File: src/roac_pkg.sv
package roac_pkg;
  localparam int          NOUT          = 3;
  localparam int          CW            = 32;
  localparam logic [31:0] CNT_MAX       = 32'hffff_fffe;
  localparam logic [31:0] THR_RST       = 32'h0000_1388;
  localparam logic [31:0] THR_MIN       = 32'h0000_0001;
  localparam logic [15:0] EV_EDGE_M1    = 16'h0610;
  localparam logic [15:0] EV_EDGE_M2    = 16'h0710;
  localparam logic [15:0] EV_THR_M1     = 16'h061f;
  localparam logic [15:0] EV_THR_M2     = 16'h071f;
  localparam logic [15:0] EV_FRC_M1     = 16'h0628;
  localparam logic [15:0] EV_FRC_M2     = 16'h0728;
  localparam int          HIST_DEPTH    = 100;
  localparam int          HIST_AW       = 7;
  localparam int          CLK_HZ        = 20000000;
  localparam int          PRESS_MIN_MS  = 250;
  localparam int          PRESS_MAX_MS  = 1000;
  localparam int          PRESS_MIN_CYC = (CLK_HZ / 1000) * PRESS_MIN_MS;
  localparam int          PRESS_MAX_CYC = (CLK_HZ / 1000) * PRESS_MAX_MS;
  localparam int          TS_W          = 32;
  localparam int          EV_W          = TS_W + 16;
  localparam logic [1:0]  PRIO_MEDIUM   = 2'h1;
  typedef enum logic [1:0] {
    MODE_NONLATCH = 2'b00,
    MODE_LATCH    = 2'b01,
    MODE_DELAY    = 2'b10
  } roac_mode_t;
  typedef enum logic [1:0] {
    FB_OFF    = 2'b00,
    FB_ON     = 2'b01,
    FB_FREEZE = 2'b10
  } roac_fb_t;
  typedef enum logic [2:0] {
    APP_USER     = 3'b000,
    APP_MAINT    = 3'b001,
    APP_BREAKER  = 3'b010,
    APP_LIGHT    = 3'b011,
    APP_LOAD     = 3'b100
  } roac_app_t;
  typedef enum logic [1:0] {
    ST_POWERUP = 2'b00,
    ST_RUN     = 2'b01
  } roac_state_t;
endpackage

File: src/roac_hist_mem.sv
`timescale 1ns/1ps
module roac_hist_mem (
  input  wire logic                         clk_sys_i,
  input  wire logic                         we_i,
  input  wire logic [roac_pkg::HIST_AW-1:0] waddr_i,
  input  wire logic [roac_pkg::EV_W-1:0]    wdata_i,
  input  wire logic [roac_pkg::HIST_AW-1:0] raddr_i,
  output logic      [roac_pkg::EV_W-1:0]    rdata_o
);
  import roac_pkg::*;
  // Event history storage with registered read data.
  logic [EV_W-1:0] mem [HIST_DEPTH];
  always_ff @(posedge clk_sys_i) begin
    if (we_i) begin
      mem[waddr_i] <= wdata_i;
    end
    rdata_o <= mem[raddr_i];
  end
endmodule

File: src/roac_relay_ctrl.sv
`timescale 1ns/1ps
//////////////////////////////////////////////////////////////////////////////
// Operation
// - Three modes per output, default non-latching; output follows alarm.
// - Latching: output stays active after alarm clears until acknowledged.
// - Delayed: alarm holds output active for set duration, then drops.
// - Normally-open: active is high; normally-closed: active is low.
// - Maintenance force overrides normal operation; controller forces and unforces.
// - Per-output counter increments on every output state change.
// - Counter saturates at its maximum count.
// - Counters kept in non-volatile storage; clearable on request.
// - Per-counter threshold, minimum one, reset value 5000.
// - Counter reaching threshold raises that output's overrun alarm.
// - Activation edge logs event; codes from 0x0610 or 0x0710. Code drops it if a lower code falls in the same cycle.
// - Overrun alarms medium priority, manual or remote reset; from 0x061f.
// - Force/unforce change logs event; codes from 0x0628 or 0x0728. Code drops it if a lower code falls in the same cycle.
// - Per-output fallback choice: off, on or freeze.
// - Fallback applies at once on watchdog, link loss, supply loss, upgrade.
// - Predefined applications use fixed fallback: light freezes, others off.
// - Every event time-stamped; last 100 kept, older discarded.
// - Alarms latch until reset; auto-reset alarms clear when cause goes.
// - Manual reset by button held between 0.25 and 1 second.
// - Remote reset-alarms command clears remote-reset alarms.
// - Alarm priority fixed by design.
// - At power-on all outputs open before normal operation.
//////////////////////////////////////////////////////////////////////////////
module roac_relay_ctrl (
  input  wire logic                                  clk_sys_i,
  input  wire logic                                  rstn_i,
  input  wire logic                                  module_sel_i,
  input  wire logic [roac_pkg::NOUT-1:0]             alarm_i,
  input  wire logic [roac_pkg::NOUT-1:0]             ack_i,
  input  wire logic [2*roac_pkg::NOUT-1:0]           mode_i,
  input  wire logic [roac_pkg::NOUT-1:0]             nc_i,
  input  wire logic [roac_pkg::CW-1:0]               delay_cyc_i,
  input  wire logic [roac_pkg::NOUT-1:0]             force_en_i,
  input  wire logic [roac_pkg::NOUT-1:0]             force_val_i,
  input  wire logic [2*roac_pkg::NOUT-1:0]           fallback_i,
  input  wire logic [3*roac_pkg::NOUT-1:0]           app_i,
  input  wire logic                                  fault_watchdog_i,
  input  wire logic                                  fault_module_bus_link_i,
  input  wire logic                                  fault_supply_i,
  input  wire logic                                  fault_upgrade_i,
  input  wire logic                                  thr_we_i,
  input  wire logic [1:0]                            thr_sel_i,
  input  wire logic [roac_pkg::CW-1:0]               thr_val_i,
  input  wire logic [roac_pkg::NOUT-1:0]             cnt_clr_i,
  input  wire logic                                  nv_load_i,
  input  wire logic [roac_pkg::NOUT*roac_pkg::CW-1:0] nv_cnt_i,
  input  wire logic                                  button_i,
  input  wire logic                                  remote_reset_i,
  input  wire logic [roac_pkg::HIST_AW-1:0]          hist_raddr_i,
  output logic      [roac_pkg::NOUT-1:0]             relay_o,
  output logic      [roac_pkg::NOUT-1:0]             status_o,
  output logic      [roac_pkg::NOUT*roac_pkg::CW-1:0] cnt_o,
  output logic      [roac_pkg::NOUT-1:0]             thr_alarm_o,
  output logic      [1:0]                            thr_prio_o,
  output logic                                       ev_valid_o,
  output logic      [15:0]                           ev_code_o,
  output logic      [roac_pkg::EV_W-1:0]             hist_rdata_o,
  output logic      [roac_pkg::HIST_AW-1:0]          hist_wptr_o,
  output logic      [roac_pkg::HIST_AW-1:0]          hist_count_o
);
  import roac_pkg::*;

  //////////////////////////////////////////////////////////////////////////////
  // Run state: outputs are held open for one cycle after reset.
  roac_state_t state_ff, nxt_state;
  always_comb begin
    case (state_ff)
      ST_POWERUP: nxt_state = ST_RUN;
      ST_RUN:     nxt_state = ST_RUN;
      default:    nxt_state = ST_POWERUP;
    endcase
  end
  always_ff @(posedge clk_sys_i or negedge rstn_i) begin
    if (!rstn_i) begin
      state_ff <= ST_POWERUP;
    end else begin
      state_ff <= nxt_state;
    end
  end

  //////////////////////////////////////////////////////////////////////////////
  // Per-output status, counters and thresholds.
  logic [NOUT-1:0]    act_ff, nxt_act;
  logic [NOUT-1:0]    latch_ff, nxt_latch;
  logic [CW-1:0]      dly_ff [NOUT], nxt_dly [NOUT];
  logic [NOUT-1:0]    alarm_d_ff;
  logic [NOUT-1:0]    relay_ff, nxt_relay;
  logic [NOUT-1:0]    frc_d_ff;
  logic [CW-1:0]      cnt_ff [NOUT], nxt_cnt [NOUT];
  logic [CW-1:0]      thr_ff [NOUT], nxt_thr [NOUT];
  logic [NOUT-1:0]    thr_alarm_ff, nxt_thr_alarm;
  logic [NOUT-1:0]    armed_ff, nxt_armed;
  logic               fault;
  logic               clear_alarms;
  logic [NOUT-1:0]    edge_ev;
  logic [NOUT-1:0]    frc_ev;
  logic [NOUT-1:0]    thr_ev;
  roac_mode_t         md;
  roac_fb_t           fb;
  roac_app_t          ap;
  assign fault = fault_watchdog_i | fault_module_bus_link_i | fault_supply_i | fault_upgrade_i;
  always_comb begin
    for (int i = 0; i < NOUT; i++) begin
      md = roac_mode_t'(mode_i[2*i +: 2]);
      fb = roac_fb_t'(fallback_i[2*i +: 2]);
      ap = roac_app_t'(app_i[3*i +: 3]);
      nxt_latch[i] = latch_ff[i];
      nxt_dly[i] = dly_ff[i];
      nxt_act[i] = 1'b0;
      case (md)
        MODE_LATCH: begin
          if (alarm_i[i]) begin
            nxt_latch[i] = 1'b1;
          end else if (ack_i[i]) begin
            nxt_latch[i] = 1'b0;
          end
          nxt_act[i] = alarm_i[i] | nxt_latch[i];
        end
        MODE_DELAY: begin
          if (alarm_i[i] && !alarm_d_ff[i]) begin
            nxt_dly[i] = delay_cyc_i;
          end else if (dly_ff[i] != '0) begin
            nxt_dly[i] = dly_ff[i] - 32'h0000_0001;
          end
          nxt_act[i] = (nxt_dly[i] != '0);
        end
        default: begin
          nxt_act[i] = alarm_i[i];
        end
      endcase
      if (md != MODE_LATCH) begin
        nxt_latch[i] = 1'b0;
      end
      if (md != MODE_DELAY) begin
        nxt_dly[i] = '0;
      end
      if (force_en_i[i]) begin
        nxt_act[i] = force_val_i[i];
      end
      if (fault) begin
        if (ap == APP_LIGHT) begin
          nxt_act[i] = act_ff[i];
        end else if (ap != APP_USER) begin
          nxt_act[i] = 1'b0;
        end else if (fb == FB_ON) begin
          nxt_act[i] = 1'b1;
        end else if (fb == FB_FREEZE) begin
          nxt_act[i] = act_ff[i];
        end else begin
          nxt_act[i] = 1'b0;
        end
      end
      if (state_ff == ST_POWERUP) begin
        nxt_act[i] = 1'b0;
        nxt_relay[i] = 1'b0;
      end else begin
        nxt_relay[i] = nxt_act[i] ^ nc_i[i];
      end
    end
  end

  // Alarm clearing from the button window or the remote command.
  logic [31:0] press_ff, nxt_press;
  logic        btn_d_ff;
  logic        manual_clr;
  always_comb begin
    nxt_press = press_ff;
    manual_clr = 1'b0;
    if (button_i) begin
      if (press_ff != 32'hffff_ffff) begin
        nxt_press = press_ff + 32'h0000_0001;
      end
    end else begin
      nxt_press = '0;
      if (btn_d_ff && press_ff >= 32'(PRESS_MIN_CYC) && press_ff <= 32'(PRESS_MAX_CYC)) begin
        manual_clr = 1'b1;
      end
    end
  end
  assign clear_alarms = manual_clr | remote_reset_i;

  always_comb begin
    for (int i = 0; i < NOUT; i++) begin
      edge_ev[i] = nxt_act[i] & ~act_ff[i] & (state_ff == ST_RUN);
      frc_ev[i] = force_en_i[i] ^ frc_d_ff[i];
      nxt_cnt[i] = cnt_ff[i];
      if (nxt_relay[i] != relay_ff[i] && cnt_ff[i] < CNT_MAX) begin
        nxt_cnt[i] = cnt_ff[i] + 32'h0000_0001;
      end
      if (nv_load_i) begin
        nxt_cnt[i] = nv_cnt_i[CW*i +: CW];
      end
      nxt_armed[i] = armed_ff[i];
      if (cnt_clr_i[i]) begin
        nxt_cnt[i] = '0;
        nxt_armed[i] = 1'b1;
      end
      nxt_thr[i] = thr_ff[i];
      if (thr_we_i && thr_sel_i == 2'(i)) begin
        nxt_thr[i] = (thr_val_i < THR_MIN) ? THR_MIN : thr_val_i;
      end
      thr_ev[i] = 1'b0;
      nxt_thr_alarm[i] = thr_alarm_ff[i];
      if (clear_alarms) begin
        nxt_thr_alarm[i] = 1'b0;
      end
      if (armed_ff[i] && !cnt_clr_i[i] && cnt_ff[i] >= thr_ff[i]) begin
        nxt_thr_alarm[i] = 1'b1;
        nxt_armed[i] = 1'b0;
        thr_ev[i] = 1'b1;
      end
    end
  end

  //////////////////////////////////////////////////////////////////////////////
  // Event selection: one event per cycle, lowest code wins; the others are dropped.
  logic [15:0]     nxt_code;
  logic            nxt_ev;
  always_comb begin
    nxt_ev = 1'b0;
    nxt_code = '0;
    for (int i = NOUT - 1; i >= 0; i--) begin
      if (frc_ev[i]) begin
        nxt_ev = 1'b1;
        nxt_code = (module_sel_i ? EV_FRC_M2 : EV_FRC_M1) + 16'(i);
      end
    end
    for (int i = NOUT - 1; i >= 0; i--) begin
      if (thr_ev[i]) begin
        nxt_ev = 1'b1;
        nxt_code = (module_sel_i ? EV_THR_M2 : EV_THR_M1) + 16'(i);
      end
    end
    for (int i = NOUT - 1; i >= 0; i--) begin
      if (edge_ev[i]) begin
        nxt_ev = 1'b1;
        nxt_code = (module_sel_i ? EV_EDGE_M2 : EV_EDGE_M1) + 16'(i);
      end
    end
  end

  //////////////////////////////////////////////////////////////////////////////
  // Time stamp and history pointers.
  logic [TS_W-1:0]    ts_ff, nxt_ts;
  logic [HIST_AW-1:0] wptr_ff, nxt_wptr;
  logic [HIST_AW-1:0] hcnt_ff, nxt_hcnt;
  always_comb begin
    nxt_ts = ts_ff + 32'h0000_0001;
    nxt_wptr = wptr_ff;
    nxt_hcnt = hcnt_ff;
    if (ev_valid_o) begin
      nxt_wptr = (wptr_ff == 7'(HIST_DEPTH - 1)) ? '0 : wptr_ff + 7'h01;
      if (hcnt_ff != 7'(HIST_DEPTH)) begin
        nxt_hcnt = hcnt_ff + 7'h01;
      end
    end
  end

  roac_hist_mem u_hist (
    .clk_sys_i (clk_sys_i),
    .we_i      (ev_valid_o),
    .waddr_i   (wptr_ff),
    .wdata_i   ({ts_ff, ev_code_o}),
    .raddr_i   (hist_raddr_i),
    .rdata_o   (hist_rdata_o)
  );

  //////////////////////////////////////////////////////////////////////////////
  // Registers.
  always_ff @(posedge clk_sys_i or negedge rstn_i) begin
    if (!rstn_i) begin
      act_ff       <= '0;
      latch_ff     <= '0;
      alarm_d_ff   <= '0;
      relay_ff     <= '0;
      frc_d_ff     <= '0;
      thr_alarm_ff <= '0;
      armed_ff     <= '1;
      press_ff     <= '0;
      btn_d_ff     <= 1'b0;
      ts_ff        <= '0;
      wptr_ff      <= '0;
      hcnt_ff      <= '0;
      ev_valid_o   <= 1'b0;
      ev_code_o    <= '0;
      relay_o      <= '0;
      status_o     <= '0;
      thr_alarm_o  <= '0;
      thr_prio_o   <= PRIO_MEDIUM;
      cnt_o        <= '0;
      hist_wptr_o  <= '0;
      hist_count_o <= '0;
      for (int i = 0; i < NOUT; i++) begin
        dly_ff[i] <= '0;
        cnt_ff[i] <= '0;
        thr_ff[i] <= THR_RST;
      end
    end else begin
      act_ff       <= nxt_act;
      latch_ff     <= nxt_latch;
      alarm_d_ff   <= alarm_i;
      relay_ff     <= nxt_relay;
      frc_d_ff     <= force_en_i;
      thr_alarm_ff <= nxt_thr_alarm;
      armed_ff     <= nxt_armed;
      press_ff     <= nxt_press;
      btn_d_ff     <= button_i;
      ts_ff        <= nxt_ts;
      wptr_ff      <= nxt_wptr;
      hcnt_ff      <= nxt_hcnt;
      ev_valid_o   <= nxt_ev;
      ev_code_o    <= nxt_code;
      relay_o      <= nxt_relay;
      status_o     <= nxt_act;
      thr_alarm_o  <= nxt_thr_alarm;
      thr_prio_o   <= PRIO_MEDIUM;
      hist_wptr_o  <= nxt_wptr;
      hist_count_o <= nxt_hcnt;
      for (int i = 0; i < NOUT; i++) begin
        dly_ff[i] <= nxt_dly[i];
        cnt_ff[i] <= nxt_cnt[i];
        thr_ff[i] <= nxt_thr[i];
        cnt_o[CW*i +: CW] <= nxt_cnt[i];
      end
    end
  end

  //////////////////////////////////////////////////////////////////////////////
  // Assertions.
  a_nonlatch_follow: assert property (@(posedge clk_sys_i) disable iff (!rstn_i)
    (state_ff == ST_RUN && mode_i[1:0] == 2'b00 && !force_en_i[0] && !fault)
      |=> (status_o[0] == $past(alarm_i[0])))
    else $error("Non-latching output does not follow alarm.");
  a_latch_hold: assert property (@(posedge clk_sys_i) disable iff (!rstn_i)
    (latch_ff[2] && mode_i[5:4] == 2'b01 && !ack_i[2] && !force_en_i[2] && !fault)
      |=> status_o[2])
    else $error("Latched output dropped without acknowledge.");
  a_polarity_map: assert property (@(posedge clk_sys_i) disable iff (!rstn_i)
    (state_ff == ST_RUN) |=> (relay_o == (status_o ^ $past(nc_i))))
    else $error("Relay level does not match contact type.");
  a_force_wins: assert property (@(posedge clk_sys_i) disable iff (!rstn_i)
    (state_ff == ST_RUN && force_en_i[1] && !fault) |=> (status_o[1] == $past(force_val_i[1])))
    else $error("Forced state not applied.");
  a_cnt_sat: assert property (@(posedge clk_sys_i) disable iff (!rstn_i)
    cnt_ff[0] <= CNT_MAX || $past(nv_load_i))
    else $error("Counter passed its maximum.");
  a_cnt_clear: assert property (@(posedge clk_sys_i) disable iff (!rstn_i)
    cnt_clr_i[2] |=> (cnt_o[3*CW-1:2*CW] == '0))
    else $error("Counter clear did not zero the counter.");
  a_fb_on: assert property (@(posedge clk_sys_i) disable iff (!rstn_i)
    (fault && app_i[2:0] == 3'b000 && fallback_i[1:0] == 2'b01 && state_ff == ST_RUN)
      |=> status_o[0])
    else $error("Fallback on not applied.");
  a_powerup_open: assert property (@(posedge clk_sys_i) disable iff (!rstn_i)
    $rose(state_ff == ST_RUN) |-> (relay_o == '0))
    else $error("Outputs not open at power-on.");
  a_remote_clear: assert property (@(posedge clk_sys_i) disable iff (!rstn_i)
    (remote_reset_i && !(armed_ff != '0 && thr_ev != '0)) |=> (thr_alarm_o == '0))
    else $error("Remote reset did not clear alarms.");
  c_latch_ack: cover property (@(posedge clk_sys_i) disable iff (!rstn_i)
    latch_ff[2] ##1 ack_i[2] && !alarm_i[2]);
  c_thr_alarm: cover property (@(posedge clk_sys_i) disable iff (!rstn_i) $rose(thr_alarm_o[0]));
  c_fault_fb: cover property (@(posedge clk_sys_i) disable iff (!rstn_i) $rose(fault));
endmodule

File: config.mk
export PLATFORM = sky130hd
export DESIGN_NAME = roac_relay_ctrl
export DESIGN_NICKNAME = d
export VERILOG_FILES = /design/src/roac_pkg.sv /design/src/roac_hist_mem.sv /design/src/roac_relay_ctrl.sv
export SDC_FILE = /design/constraint.sdc
export NUM_CORES = 2
export LEC_CHECK = 0
export CAP_MARGIN = 30
export CORE_MARGIN = 4
export CORE_UTILIZATION = 50
export DETAILED_ROUTE_END_ITERATION = 10
export DONT_BUFFER_PORTS = 1
export PLACE_DENSITY = 0.7
export SLEW_MARGIN = 20
export SYNTH_ARGS = -nofsm -noshare
export SYNTH_HDL_FRONTEND = slang
export SYNTH_HIERARCHICAL = 1
export SYNTH_MEMORY_MAX_BITS = 65536
export SYNTH_SLANG_ARGS = --single-unit
export TNS_END_PERCENT = 30
File: constraint.sdc
create_clock -name clk_sys_i -period 14.9 [get_ports clk_sys_i]
set_input_delay 2.235 -clock clk_sys_i [delete_from_list [all_inputs] [get_ports clk_sys_i]]
set_output_delay 2.235 -clock clk_sys_i [all_outputs]
set_load 0.02 [all_outputs]
==> flow_summary.toml <==
[clocking]
numCtsBuffers = 518
cts_hold_buf = 0
htree_num_levels = 6
cts-root-buf = "clkbuf_16"
cts_resized = 0
post-cts-setup-buffer-count = 0
clock_sinks = 5246
tritoncts = "done"
cts.path.max_buffers = 4
clk_pin_slew_ns = 0.06
clk_latency_ns = 1.03

[timing]
tns_ns = 0
fin_skew_ns = 0.0371
min_period_over_period_pct = 43.9
finalCriticalPeriod_ns = 6.55
drv_slew = 0
slew_headroom_pct = 15.6
tightest_slew_ns = 1.27
whs_ns = 0.468
hold_viol = 0
fmax_mhz = 153
finalSetupViolCount = 0
finalWorstSetupSlack_ns = 8.35
rsz0062_at_grt = "false"

[logic_synthesis]
synth_xor_area_share_pct = 0.597
synth_top_family_by_area = "multiplexers"
yosys.area.top_type_share_pct = 69.2
synth_mux_area_share_pct = 14.1
syn_area_sq_um = 208000
ys_top_cells_by_count = "4800 x edfxtp_1, 1154 x mux4_2, 440 x nor2_1"
yosysSeqAreaShare_pct = 74.4
ys_warn_count = 6
synth_simple_gate_area_share_pct = 3.91
synthCells = 10700
ys_ff_latch = 5246
synth-edff-count = 4800
synth.distinct_cells = 93
synth_area_leaders = "edfxtp_1 69%, mux4_2 12%, dfrtp_1 4.6%"
synth_fa_ha_area_share_pct = 0.685
synth_most_common_cell = "edfxtp_1"
ys_async_sr_fraction_pct = 7.59
synth_compound_area_share_pct = 4.58
ys.flop_type = "edfxtp_1"
yosysTopAreaCell = "edfxtp_1"
syn_avg_cell_area_sq_um = 19.5

[die]
io_pins = 405
initial_core_util_pct = 50.3
core_sq_um = 414000
dieArea_sq_um = 427000
rows = 236
die_h_um = 654
die_x_um = 654

[finish]
nets = 12000
fillerInstances = 30000
syn_to_final_growth_pct = 13.4
drive_gt1_share_pct = 20.8
regArea_sq_um = 155000
multiInputGateArea_sq_um = 53200
finalNonFillerCells = 17600

[global_route]
antenna_found_initial = 18
grt_pass1_vias = 113000
grt_usage_pct = 27.3
grt_max_degree = 731
grt_pass1_wl_mm = 833
overflow = 0

[pwr]
p_total_uw = 32500
p_leak_uw = 0.0778
p_per_area_nw_per_um2 = 138
p_sw_uw = 7790
p_int_uw = 24800
p_comb_share_pct = 8.1
seq_power_share_pct = 52.9
switching_share_pct = 23.9
power.share.clock_pct = 39.0
vdd_drop_max_mv = 0.138

[place]
place_hpwl_mm = 332
port_buffers = 0
gp_congestion = 0.892
dpl.cell_count = 16600
pre_cts_slack_ns = 6.65

[critical_path]
worst_setup_path_end_kind = "flip-flop"
cpPeakStageDelay_ns = 0.81
cp-start-kind = "flip-flop"
critPathKind = "reg2reg"
cp.arrival_ns = 7.45
path_cells = "inv_1 > ha_1 > or3b_2 > or4_1 > o31ai_1 > buf_4 > xnor2_1 > o31ai_1 > o2111ai_1 > nor4_2 > and3_1 > a2111o_1 > mux2_2 > or4_1 > a311oi_1"
crit_required_ns = 15.80
worstPathMaxFanout = 15
crit_slowest_cell = "o31ai_1"

[routing]
drt_iter0_drc = 16200
post-route-drc-count = 0
vias_per_cell = 6.42
avgRoutedWirePerCell_um = 33.5
wirelength_mm = 589
ant_nets = 0
dr_total_vias = 113000
firstDrtPassIters = 6

[run]
maxCapViolations = 0

[run_status]
status = "finished clean"

[worst_hold_path]
hp-class = "reg2reg"
layer usage:
layer / share of wire (%) / wire length, um / up-vias / track usage, %
met4: 5.7 / 33300 / 6 / 13.5
met3: 10 / 60100 / 1226 / 5.07
met5: 0.0065 / 38 / - / 0
met2: 48 / 285000 / 6802 / 44.0
met1: 36 / 211000 / 59200 / 35.9
li1: - / - / 45500 / -
state kept, by name, summed over array words and instances (netlist names):
name,count
thr_ff,96
hcnt_ff,7
cnt_ff,94
cnt_o,2
armed_ff,3
thr_alarm_ff,3
ev_valid_o,1
u_hist/rdata_o,48
u_hist/mem,4800
btn_d_ff,1
relay_ff,3
state_ff,1
ev_code_o,8
dly_ff,96
latch_ff,3
wptr_ff,7
alarm_d_ff,3
ts_ff,32
act_ff,3
frc_d_ff,3
press_ff,32
path summary, 6_finish.rpt:
kind	startpoint	depth (start not counted)	end	slack (ns)
max reg2reg	dly_ff[0]	15	cnt_ff[15]	8.35
min in group asynchronous	rstn_i	0	dly_ff[32]	0.92
max in group asynchronous	rstn_i	2	cnt_ff[82]	12.10
min	armed_ff[1]	2	armed_ff[1]	0.47
min reg2reg	armed_ff[1]	2	armed_ff[1]	0.47
max	dly_ff[0]	15	cnt_ff[15]	8.35
final cells by class:
class | count | share of cell area (%)
flip-flops and latches | 5246 | 65.6
clock buffers | 668 | 5.90
inverters | 186 | 0.298
diodes | 19 | 0.0201
multi-input cells | 5393 | 22.5
clock inverters | 251 | 0.988
well taps | 5474 | 2.90
repair buffers | 334 | 1.76
metrics by stage:
step	cell area [sq um]	utilization (%)
floorplan	211000	-
global placement	218000	52.6
detailed placement	219000	52.8
CTS	235000	56.8
global route	236000	57.0
finish	236000	57.1
critical path, delay by kind of cell, from the launching register on:
| family | cells | cell delay (ns) |
|---|---|---|
| DFF | 1 | 0.42 |
| buffers and inverters | 2 | 0.39 |
| adders and majority gates | 1 | 0.19 |
| muxes | 1 | 0.52 |
| AOI/OAI and AO/OA | 5 | 2.13 |
| xor gates and xnor gates | 1 | 0.09 |
| and+or+nand+nor | 5 | 2.70 |
power groups by stage:
stage	clock, uW	sequential, uW	combinational (uW)
global route	13500	17300	2800
detailed placement	0	17500	2500
CTS	12900	17200	2510
global placement	0	17500	2420
finish	12700	17200	2650
floorplan	0	17400	1540
cell families after synthesis:
group                      Yosys count
AOI/OAI and AO/OA                 1363
xor gates and xnor gates           142
adders and majority gates          114
buffers and inverters              774
DFF                               5246
muxes                             1473
other                                2
and+or+nand+nor                   1591
layout by cell type, fill, tap and decap left out, types with 83 or more instances in the layout:
master and count:
nor2_1 336, a21oi_1 165, ha_1 114, edfxtp_1 4800, xnor2_1 109, nor2_4 98, buf_4 232, nor4_1 99
mux2i_1 239, dfrtp_1 339, nand2_1 298, inv_1 182, clkbuf_16 530, o21ai_0 245, nor3_1 104, nand3_1 117
conb_1 710, a22oi_1 160, clkbuf_1 121, a211oi_1 165, nor2b_1 83, clkinv_1 94, mux4_2 1154
Power figures use the tool's default switching activity.
